### src/design/asr_pkg.sv
package asr_pkg;

    // Register bus geometry
    localparam int ADDR_W = 12;
    localparam int DATA_W = 8;

    // Register offsets, byte addresses on the plain register port
    localparam logic [11:0] ADDR_RX_DATA = 12'hf98;
    localparam logic [11:0] ADDR_TX_DATA = 12'hf99;
    localparam logic [11:0] ADDR_BAUD_LO = 12'hf9a;
    localparam logic [11:0] ADDR_BAUD_HI = 12'hf9b;
    localparam logic [11:0] ADDR_RX_STATUS_CTRL = 12'hf9c;
    localparam logic [11:0] ADDR_TX_STATUS_CTRL = 12'hf9d;
    localparam logic [11:0] ADDR_BAUD_CTRL = 12'hf9e;
    localparam logic [11:0] ADDR_INT_CONTROL = 12'hf9f;
    localparam logic [11:0] ADDR_IRQ_STATUS = 12'hfa0;
    localparam logic [11:0] ADDR_IRQ_MASK = 12'hfa1;

    // Field positions in rx_status_ctrl
    localparam int RSC_SERIAL_PORT_ENABLE = 7;
    localparam int RSC_CONTINUOUS_RX_ENABLE = 4;
    localparam int RSC_FRAME_ERR = 2;
    localparam int RSC_OVERRUN = 1;

    // Field positions in baud_ctrl
    localparam int BCT_RX_IDLE = 6;

    // Field positions in int_control_reg
    localparam int ICR_RX_INT_ENABLE = 0;
    localparam int ICR_PERIPH_INT_ENABLE = 1;
    localparam int ICR_GLOBAL_INT_ENABLE = 2;

    // Sticky interrupt status bits
    localparam int IRQ_W = 2;
    localparam int IRQ_RX_CHAR = 0;
    localparam int IRQ_OVERRUN = 1;

    // Reset values
    localparam logic [7:0] RESET_BYTE = 8'h00;
    localparam logic [15:0] RESET_BAUD = 16'h0000;
    localparam logic [1:0] RESET_IRQ = 2'h0;

    // Character format and receive timing
    localparam int CHAR_BITS = 8;
    localparam int OVERSAMPLE = 16;
    localparam int FIFO_DEPTH = 2;
    localparam int CLK_HZ = 50_000_000;

    // Receiver states
    typedef enum logic [1:0] {
        ASR_IDLE = 2'b00,
        ASR_START = 2'b01,
        ASR_DATA = 2'b10,
        ASR_STOP = 2'b11
    } asr_state_e;

    // One register bus request
    typedef struct packed {
        logic wr;
        logic rd;
        logic [11:0] addr;
        logic [7:0] wdata;
    } asr_bus_req_s;

    // One FIFO entry: character and its own framing error
    typedef struct packed {
        logic frame_err;
        logic [7:0] data;
    } asr_entry_s;

endpackage : asr_pkg

### src/design/asr_receiver.sv
// Function
// - Low stop-bit sample marks framing error
// - Completed character enters FIFO, pending raised
// - Data read returns oldest entry, pops
// - No FIFO accepts while overrun stands
// - Pending equals enabled and FIFO nonempty
// - Receive request needs all three enables set
// - Framing bit stored per entry, head shown
// - Framing status read-only, never blocks reception
// - Port disable clears framing status; continuous not
// - Framing error alone raises no interrupt
// - All-errored FIFO keeps framing status set
// - Two entries; third character sets overrun
// - Overrun keeps stored entries, drops arrivals
// - Overrun clears only via enable clearing
//
// Chosen here: the strobed register port.
module asr_receiver #(
    parameter int unsigned OVERSAMPLE = asr_pkg::OVERSAMPLE,
    parameter int unsigned FIFO_DEPTH = asr_pkg::FIFO_DEPTH
) (
    input wire logic clk_i,
    input wire logic reset_n_i,
    input wire asr_pkg::asr_bus_req_s bus_i,
    output logic [7:0] rd_data_o,
    input wire logic rx_line_i,
    output logic rx_int_req_o,
    output logic irq_o
);

    // Elaboration-time limits of the logic
    if (OVERSAMPLE < 4 || OVERSAMPLE > 256)
    begin : g_bad_os
        $error("OVERSAMPLE must lie in 4..256");
    end
    if (FIFO_DEPTH < 2 || FIFO_DEPTH > 16)
    begin : g_bad_depth
        $error("FIFO_DEPTH must lie in 2..16");
    end

    localparam int PTR_W = $clog2(FIFO_DEPTH);
    localparam int CNT_W = $clog2(FIFO_DEPTH + 1);
    localparam logic [7:0] OS_LAST = 8'(OVERSAMPLE - 1);
    localparam logic [7:0] OS_HALF = 8'(OVERSAMPLE / 2 - 1);
    localparam logic [CNT_W-1:0] CNT_FULL = CNT_W'(FIFO_DEPTH);
    localparam logic [PTR_W-1:0] PTR_LAST = PTR_W'(FIFO_DEPTH - 1);
    localparam logic [2:0] BIT_LAST = 3'(asr_pkg::CHAR_BITS - 1);

    // Pointer advance with wrap for any depth
    function automatic logic [PTR_W-1:0] ptr_next(
        input logic [PTR_W-1:0] p
    );
        ptr_next = (p == PTR_LAST) ? '0 : p + 1'b1;
    endfunction

    // Software-held control bytes, plus the hardware-set sticky event bits
    logic [7:0] rx_ctrl; // Control bits of rx_status_ctrl
    logic [7:0] tx_ctrl; // Stored only, transmitter lives elsewhere
    logic [7:0] tx_data; // Stored only
    logic [7:0] baud_ctrl; // Stored control bits
    logic [15:0] baud_divisor; // Oversample tick period minus one, in clocks
    logic [2:0] int_control_reg; // Three interrupt enables
    logic [1:0] irq_status; // Sticky event bits
    logic [1:0] irq_mask; // One enable per event

    // Enable decode
    logic serial_port_enable;
    logic continuous_rx_enable;
    logic rx_enabled;
    assign serial_port_enable = rx_ctrl[asr_pkg::RSC_SERIAL_PORT_ENABLE];
    assign continuous_rx_enable =
        rx_ctrl[asr_pkg::RSC_CONTINUOUS_RX_ENABLE];
    assign rx_enabled = serial_port_enable & continuous_rx_enable;

    // Bus decode; pending has no write path at all
    logic rd_rx_data;
    logic rd_irq_status;
    assign rd_rx_data = bus_i.rd && (bus_i.addr == asr_pkg::ADDR_RX_DATA);
    assign rd_irq_status = bus_i.rd &&
        (bus_i.addr == asr_pkg::ADDR_IRQ_STATUS);

    // Plain control registers written from the bus
    always_ff @(posedge clk_i)
    begin
        if (!reset_n_i)
        begin
            rx_ctrl <= asr_pkg::RESET_BYTE;
            tx_ctrl <= asr_pkg::RESET_BYTE;
            tx_data <= asr_pkg::RESET_BYTE;
            baud_ctrl <= asr_pkg::RESET_BYTE;
            baud_divisor <= asr_pkg::RESET_BAUD;
            int_control_reg <= '0;
            irq_mask <= asr_pkg::RESET_IRQ;
        end
        else if (bus_i.wr)
        begin
            unique case (bus_i.addr)
                asr_pkg::ADDR_RX_STATUS_CTRL: rx_ctrl <= bus_i.wdata;
                asr_pkg::ADDR_TX_STATUS_CTRL: tx_ctrl <= bus_i.wdata;
                asr_pkg::ADDR_TX_DATA: tx_data <= bus_i.wdata;
                asr_pkg::ADDR_BAUD_CTRL: baud_ctrl <= bus_i.wdata;
                asr_pkg::ADDR_BAUD_LO: baud_divisor[7:0] <= bus_i.wdata;
                asr_pkg::ADDR_BAUD_HI: baud_divisor[15:8] <= bus_i.wdata;
                asr_pkg::ADDR_INT_CONTROL:
                    int_control_reg <= bus_i.wdata[2:0];
                asr_pkg::ADDR_IRQ_MASK: irq_mask <= bus_i.wdata[1:0];
                // Read-only and unmapped writes are dropped
                default: ;
            endcase
        end
    end

    // Three-stage pin synchroniser; only stage 1 reads stage 0
    logic [2:0] rx_sync;
    logic rx_level; // Filtered line level
    logic rx_level_prev; // Level one cycle ago, for edge detect
    always_ff @(posedge clk_i)
    begin
        if (!reset_n_i)
        begin
            rx_sync <= 3'h7;
            rx_level <= 1'b1;
            rx_level_prev <= 1'b1;
        end
        else
        begin
            rx_sync <= {rx_sync[1:0], rx_line_i};
            // Change accepted once stages 1 and 2 agree
            if (rx_sync[1] == rx_sync[2])
                rx_level <= rx_sync[2];
            rx_level_prev <= rx_level;
        end
    end

    // Receiver state
    asr_pkg::asr_state_e state;
    logic [15:0] brg_cnt; // Baud tick divider
    logic [7:0] os_cnt; // Ticks within current bit
    logic [2:0] bit_cnt; // Data bit index
    logic [7:0] rx_shift_reg; // Character being assembled
    logic char_done; // One-cycle pulse, character complete
    logic char_frame_err_flag; // Framing error of that character
    logic tick;
    logic start_edge;
    assign tick = (brg_cnt == 16'h0000);
    assign start_edge = rx_level_prev & ~rx_level;

    // Start detect, mid-bit sampling and stop check
    always_ff @(posedge clk_i)
    begin
        if (!reset_n_i || !rx_enabled)
        begin
            // Disabling aborts any character in flight
            state <= asr_pkg::ASR_IDLE;
            brg_cnt <= asr_pkg::RESET_BAUD;
            os_cnt <= 8'h00;
            bit_cnt <= 3'h0;
            rx_shift_reg <= asr_pkg::RESET_BYTE;
            char_done <= 1'b0;
            char_frame_err_flag <= 1'b0;
        end
        else
        begin
            char_done <= 1'b0;
            brg_cnt <= tick ? baud_divisor : brg_cnt - 16'h0001;
            unique case (state)
                asr_pkg::ASR_IDLE:
                begin
                    // Restart divider so the bit phase follows the edge
                    if (start_edge)
                    begin
                        state <= asr_pkg::ASR_START;
                        brg_cnt <= baud_divisor;
                        os_cnt <= 8'h00;
                    end
                end
                asr_pkg::ASR_START:
                begin
                    if (tick && os_cnt == OS_HALF)
                    begin
                        // Glitch shorter than half a bit is ignored
                        state <= rx_level ? asr_pkg::ASR_IDLE
                                          : asr_pkg::ASR_DATA;
                        os_cnt <= 8'h00;
                        bit_cnt <= 3'h0;
                    end
                    else if (tick)
                    begin
                        os_cnt <= os_cnt + 8'h01;
                    end
                end
                asr_pkg::ASR_DATA:
                begin
                    if (tick && os_cnt == OS_LAST)
                    begin
                        // Least significant bit first, mid-bit sample
                        rx_shift_reg <= {rx_level, rx_shift_reg[7:1]};
                        os_cnt <= 8'h00;
                        if (bit_cnt == BIT_LAST)
                        begin
                            state <= asr_pkg::ASR_STOP;
                        end
                        bit_cnt <= bit_cnt + 3'h1;
                    end
                    else if (tick)
                    begin
                        os_cnt <= os_cnt + 8'h01;
                    end
                end
                asr_pkg::ASR_STOP:
                begin
                    if (tick && os_cnt == OS_LAST)
                    begin
                        char_frame_err_flag <= ~rx_level;
                        char_done <= 1'b1;
                        os_cnt <= 8'h00;
                        state <= asr_pkg::ASR_IDLE;
                    end
                    else if (tick)
                    begin
                        os_cnt <= os_cnt + 8'h01;
                    end
                end
            endcase
        end
    end

    // Receive FIFO storage
    asr_pkg::asr_entry_s fifo_mem [FIFO_DEPTH];
    logic [PTR_W-1:0] head; // Oldest entry
    logic [PTR_W-1:0] tail; // Next free slot
    logic [CNT_W-1:0] count; // Entries held
    logic overrun_flag;
    logic pop;
    logic push;
    logic full_now;
    logic overrun_event;

    // A pop in the same cycle frees room for the arrival
    assign pop = rd_rx_data && (count != '0);
    assign full_now = (count == CNT_FULL) && !pop;
    assign push = char_done && !overrun_flag && !full_now;
    assign overrun_event = char_done && !overrun_flag && full_now;

    // FIFO pointers and count; port disable flushes everything
    always_ff @(posedge clk_i)
    begin
        if (!reset_n_i || !serial_port_enable)
        begin
            head <= '0;
            tail <= '0;
            count <= '0;
        end
        else
        begin
            if (push)
                tail <= ptr_next(tail);
            if (pop)
                head <= ptr_next(head);
            // Push and pop together leave the count alone
            if (push && !pop)
                count <= count + 1'b1;
            else if (pop && !push)
                count <= count - 1'b1;
        end
    end

    // Entry contents, framing bit travels with its character
    always_ff @(posedge clk_i)
    begin
        if (push)
        begin
            fifo_mem[tail] <= '{frame_err: char_frame_err_flag,
                                data: rx_shift_reg};
        end
    end

    // Overrun flag; only enable clearing removes it
    always_ff @(posedge clk_i)
    begin
        if (!reset_n_i || !rx_enabled)
        begin
            overrun_flag <= 1'b0;
        end
        else if (overrun_event)
        begin
            // Stored entries stay, the arrival is discarded
            overrun_flag <= 1'b1;
        end
    end

    // Head status; empty FIFO shows no framing error
    logic frame_err_flag;
    logic rx_pending_flag;
    logic [7:0] head_data;
    // Port disable hides the flag at once, before the flush lands
    assign frame_err_flag = serial_port_enable && (count != '0) &&
        fifo_mem[head].frame_err;
    assign head_data = fifo_mem[head].data;
    assign rx_pending_flag = rx_enabled && (count != '0);

    // Last character handed out, repeated on empty reads
    logic [7:0] last_rx;
    always_ff @(posedge clk_i)
    begin
        if (!reset_n_i)
            last_rx <= asr_pkg::RESET_BYTE;
        else if (pop)
            last_rx <= head_data;
    end

    // Sticky events; set beats a read-clear in the same cycle
    logic [1:0] irq_set;
    always_comb
    begin
        irq_set = '0;
        irq_set[asr_pkg::IRQ_RX_CHAR] = push;
        irq_set[asr_pkg::IRQ_OVERRUN] = overrun_event;
        // Framing error is deliberately not an event here
    end

    always_ff @(posedge clk_i)
    begin
        if (!reset_n_i)
            irq_status <= asr_pkg::RESET_IRQ;
        else if (rd_irq_status)
            irq_status <= irq_set; // New event survives the clear
        else
            irq_status <= irq_status | irq_set;
    end

    // Interrupt outputs, registered
    always_ff @(posedge clk_i)
    begin
        if (!reset_n_i)
        begin
            rx_int_req_o <= 1'b0;
            irq_o <= 1'b0;
        end
        else
        begin
            // Pending itself ignores the interrupt enables; the request does not
            rx_int_req_o <= rx_pending_flag &&
                int_control_reg[asr_pkg::ICR_RX_INT_ENABLE] &&
                int_control_reg[asr_pkg::ICR_PERIPH_INT_ENABLE] &&
                int_control_reg[asr_pkg::ICR_GLOBAL_INT_ENABLE];
            irq_o <= |(irq_status & irq_mask);
        end
    end

    // Read multiplexer, unmapped addresses read zero
    logic [7:0] next_rd_data;
    always_comb
    begin
        next_rd_data = 8'h00;
        unique case (bus_i.addr)
            asr_pkg::ADDR_RX_DATA:
                next_rd_data = pop ? head_data : last_rx;
            asr_pkg::ADDR_TX_DATA: next_rd_data = tx_data;
            asr_pkg::ADDR_BAUD_LO: next_rd_data = baud_divisor[7:0];
            asr_pkg::ADDR_BAUD_HI: next_rd_data = baud_divisor[15:8];
            asr_pkg::ADDR_RX_STATUS_CTRL:
            begin
                next_rd_data = rx_ctrl;
                // Status bits are hardware-owned, writes do not stick
                next_rd_data[asr_pkg::RSC_FRAME_ERR] =
                    frame_err_flag;
                // Enable clearing shows at once, flag drops a cycle later
                next_rd_data[asr_pkg::RSC_OVERRUN] =
                    overrun_flag && rx_enabled;
            end
            asr_pkg::ADDR_TX_STATUS_CTRL: next_rd_data = tx_ctrl;
            asr_pkg::ADDR_BAUD_CTRL:
            begin
                next_rd_data = baud_ctrl;
                next_rd_data[asr_pkg::BCT_RX_IDLE] =
                    (state == asr_pkg::ASR_IDLE);
            end
            asr_pkg::ADDR_INT_CONTROL:
                next_rd_data = {5'h00, int_control_reg};
            asr_pkg::ADDR_IRQ_STATUS:
                next_rd_data = {6'h00, irq_status};
            asr_pkg::ADDR_IRQ_MASK: next_rd_data = {6'h00, irq_mask};
            default: next_rd_data = 8'h00;
        endcase
    end

    // Read data stands only in the cycle after the strobe
    always_ff @(posedge clk_i)
    begin
        if (!reset_n_i)
            rd_data_o <= 8'h00;
        else
            rd_data_o <= bus_i.rd ? next_rd_data : 8'h00;
    end

endmodule // asr_receiver

### config.mk
export PLATFORM = sky130hd
export DESIGN_NAME = asr_receiver
export DESIGN_NICKNAME = d
export VERILOG_FILES = /design/src/design/asr_pkg.sv /design/src/design/asr_receiver.sv
export SDC_FILE = /design/constraint.sdc
export NUM_CORES = 1
export LEC_CHECK = 0
export BUFFER_PORTS_ARGS = -buffer_cell sky130_fd_sc_hd__buf_2
export CAP_MARGIN = 0
export CORE_MARGIN = 2
export CORE_UTILIZATION = 50
export DETAILED_ROUTE_END_ITERATION = 8
export PLACE_DENSITY_LB_ADDON = 0.12
export SYNTH_ARGS = -nofsm -noshare
export SYNTH_HDL_FRONTEND = slang
export SYNTH_SLANG_ARGS = --single-unit
### constraint.sdc
create_clock -name clk_i -period 3 [get_ports clk_i]
set_input_delay 0.3 -clock clk_i [delete_from_list [all_inputs] [get_ports clk_i]]
set_output_delay 0.3 -clock clk_i [all_outputs]
set_load 0.01 [all_outputs]
==> flow_metrics.py <==
metrics = {
    "sta": {
        "setup_viol": 0,
        "worstMarginPinSlew_ps": 714,
        "layout_setup_ws_ps": 852,
        "finalHoldViolCount": 0,
        "min_period_over_period_pct": 71.6,
        "drv_slew": 0,
        "setup_tns_ps": 0,
        "holdWs_ps": 75.7,
        "rsz0062_at_grt": "no",
        "fmax_mhz": 465,
        "min_period_ps": 2150,
        "slew_headroom_pct": 52.0,
        "clock-skew-final_ps": 6.20,
    },
    "worst_setup_path": {
        "startpoint_type": "flip-flop",
        "crit_path_cell_trace": "nor4_4 > nand3_4 > nor4_4 > mux2i_1 > nor2_1",
        "crit_family": "simple AND/OR/NAND/NOR gates",
        "slowest_stage": "nor4_4",
        "crit_buf_inv": 0,
        "worstRegToRegCells": 5,
        "r2r_start": "brg_cnt[11]$_SDFF_PP0_",
        "reg2reg_to": "rx_shift_reg[6]$_SDFFE_PP0P_",
        "crit_arrival_ps": 2450,
        "regToRegSetupSlack_ps": 850,
        "critPathCaptureType": "flip-flop",
        "worstPathRequired_ps": 3300,
        "cp_max_fo": 9,
        "crit_path_frequent_cell": "nor4_4",
        "slowest_delay_ps": 690,
        "critPathKind": "flip-flop to flip-flop",
    },
    "floorplan": {
        "die_x_um": 117,
        "initial_core_util_pct": 50.8,
        "die_h_um": 117,
        "dieArea_sq_um": 13600,
        "core-area_sq_um": 12500,
        "num_rows": 41,
        "num_io_pins": 35,
    },
    "route": {
        "vias_per_cell": 5.71,
        "dr.pass1.iters": 4,
        "wire_per_inst_um": 17.0,
        "antenna_left": 0,
        "drc_errors": 0,
        "routed_wirelength_um": 15200,
        "drtIter0Drc": 372,
        "num_vias": 5094,
    },
    "placed_design": {
        "place_congestion": 0.844,
        "numPortBuffers": 34,
        "dp.final_hpwl_um": 10700,
        "placement.cell_area_sq_um": 6670,
        "place_worst_setup_slack_ps": 809,
        "post-place-cells": 860,
    },
    "global_routing": {
        "grt_pass1_wl_um": 25000,
        "overflow": 0,
        "antenna_found_initial": 0,
        "grt_max_degree": 68,
        "grtUsageTotal_pct": 23.9,
        "grt_pass1_vias": 5012,
    },
    "cells_and_area": {
        "nFillCells": 1133,
        "diodes": 0,
        "largest_reg_flops": 18,
        "fin_area_sq_um": 7270,
        "reg.largest.list": "fifo_mem (18), baud_divisor (16), brg_cnt (16)",
        "fin_util_pct": 58.1,
        "drive_above_1_share_pct": 14.0,
        "largest-register": "fifo_mem",
        "finalNonFillerCells": 892,
        "final_nets": 737,
        "area_growth_pct": 14.4,
    },
    "clocking": {
        "cts-root-buf": "clkbuf_16",
        "cts_inserted_buffers": 17,
        "postCtsResizedCells": 0,
        "cts_tree": "done",
        "clkTransAtPathRegs_ps": 60,
        "clock_sinks": 138,
        "insertion_delay_ps": 420,
        "cts_setup_buffers": 0,
        "cts.htree.levels": 4,
        "ctsHoldBuffers": 0,
        "clock_path_buffers": 2,
    },
    "job": {
        "cap_violations": 0,
    },
    "yosys": {
        "syn-num-nets": 715,
        "ys_seq_area_share_pct": 46.3,
        "synth_edf_count": 18,
        "synth_area_leaders": "dfxtp_1, edfxtp_1, mux2i_1",
        "ys_top_cells_by_count": "dfxtp_1, nand2_1, nor2_1",
        "synth_top_area_cell": "dfxtp_1",
        "synthFlopType": "dfxtp_1",
        "yosysMostFrequentCell": "dfxtp_1",
        "netlist_area_sq_um": 6360,
        "ys_warn_count": 0,
        "async_flop_share_pct": 0,
        "synth_seq_cells": 138,
        "synthCells": 685,
        "ys_types": 58,
        "synth_area_per_cell_sq_um": 9.28,
        "yosysTopAreaCellShare_pct": 37.8,
    },
    "pwr": {
        "peakVddDrop_uv": 308,
        "powerDensity_nw_per_um2": 559,
        "power_mw": 4.06,
        "p_leak_nw": 2.72,
    },
    "run_status": {
        "status": "finished clean",
    },
    "hold_path": {
        "hold_depth": 2,
        "min_path_type": "primary input to flip-flop",
        "min_to": "rx_sync[0]$_SDFF_PN1_",
        "hold_start": "rx_line_i",
    },
}
how the worst max path moves through the flow:
stage | start | end | slack [ps] | cells after the start
floorplan | bus_i[10] | fifo_mem[1][0]$_DFFE_PP_ | 690 | 7
global placement | bus_i[10] | fifo_mem[0][1]$_DFFE_PP_ | 830 | 6
detailed placement | bus_i[10] | fifo_mem[0][1]$_DFFE_PP_ | 810 | 6
CTS | brg_cnt[11]$_SDFF_PP0_ | rx_shift_reg[6]$_SDFFE_PP0P_ | 830 | 5
global route | brg_cnt[11]$_SDFF_PP0_ | rx_shift_reg[3]$_SDFFE_PP0P_ | 660 | 5
finish | brg_cnt[11]$_SDFF_PP0_ | rx_shift_reg[6]$_SDFFE_PP0P_ | 850 | 5
worst reg2reg max path, cell delays in order (launching register included):
cell and delay, ps:
dfxtp_1 350, nor4_4 470, nand3_4 200, nor4_4 690, mux2i_1 270, nor2_1 50
cell type report:
cell class                      count  area (sq um)  share of cell area, %
Clock buffer                       17           425                   5.85
Clock inverter                     15           176                   2.43
Multi-Input combinational cell    497          3230                   44.4
Tap cell                          172           215                   2.96
Inverter                            8          30.0                  0.413
Timing Repair Buffer               45           253                   3.47
Sequential cell                   138          2940                   40.5
per-layer routing:
layer | wire length, um | vias up | share of wire [%] | global-route usage, %
met5 | 0 | - | 0 | 0
met4 | 340 | 0 | 2.2 | 9.18
met3 | 710 | 29 | 4.7 | 5.92
met2 | 7080 | 109 | 47 | 38.6
met1 | 7040 | 2444 | 46 | 30.9
li1 | - | 2512 | - | -
cell usage in the layout (no fill, tap or decap), types with 15 or more instances in the layout:
master     Yosys  layout
a211oi_1      17      17
a21boi_0      34      34
nand4_1       15      15
clkbuf_16      0      17
edfxtp_1      18      18
dfxtp_1      120     120
nor2_1        52      52
o21ai_0       43      43
buf_2          3      34
mux2i_1       41      41
nor2b_1       26      26
nand2_1       87      87
kinds of logic after synthesis:
group / count (synthesis) / share of synthesized area (%)
flops: 138 / 46.3
simple gates: 266 / 21.8
compound gates: 160 / 17.4
fa+ha+maj: 5 / 0.984
mux: 47 / 7.87
xor+xnor: 19 / 2.62
buf+inv: 50 / 3.01
power breakdown:
part | internal, mW | total [mW] | switching [mW] | leakage, nW
clock network | 1.30 | 2.10 | 0.798 | 0.277
logic | 0.0340 | 0.0945 | 0.0605 | 1.26
registers | 1.87 | 1.87 | 0.000846 | 1.18
Note: power is estimated with default switching activity, not from simulation.
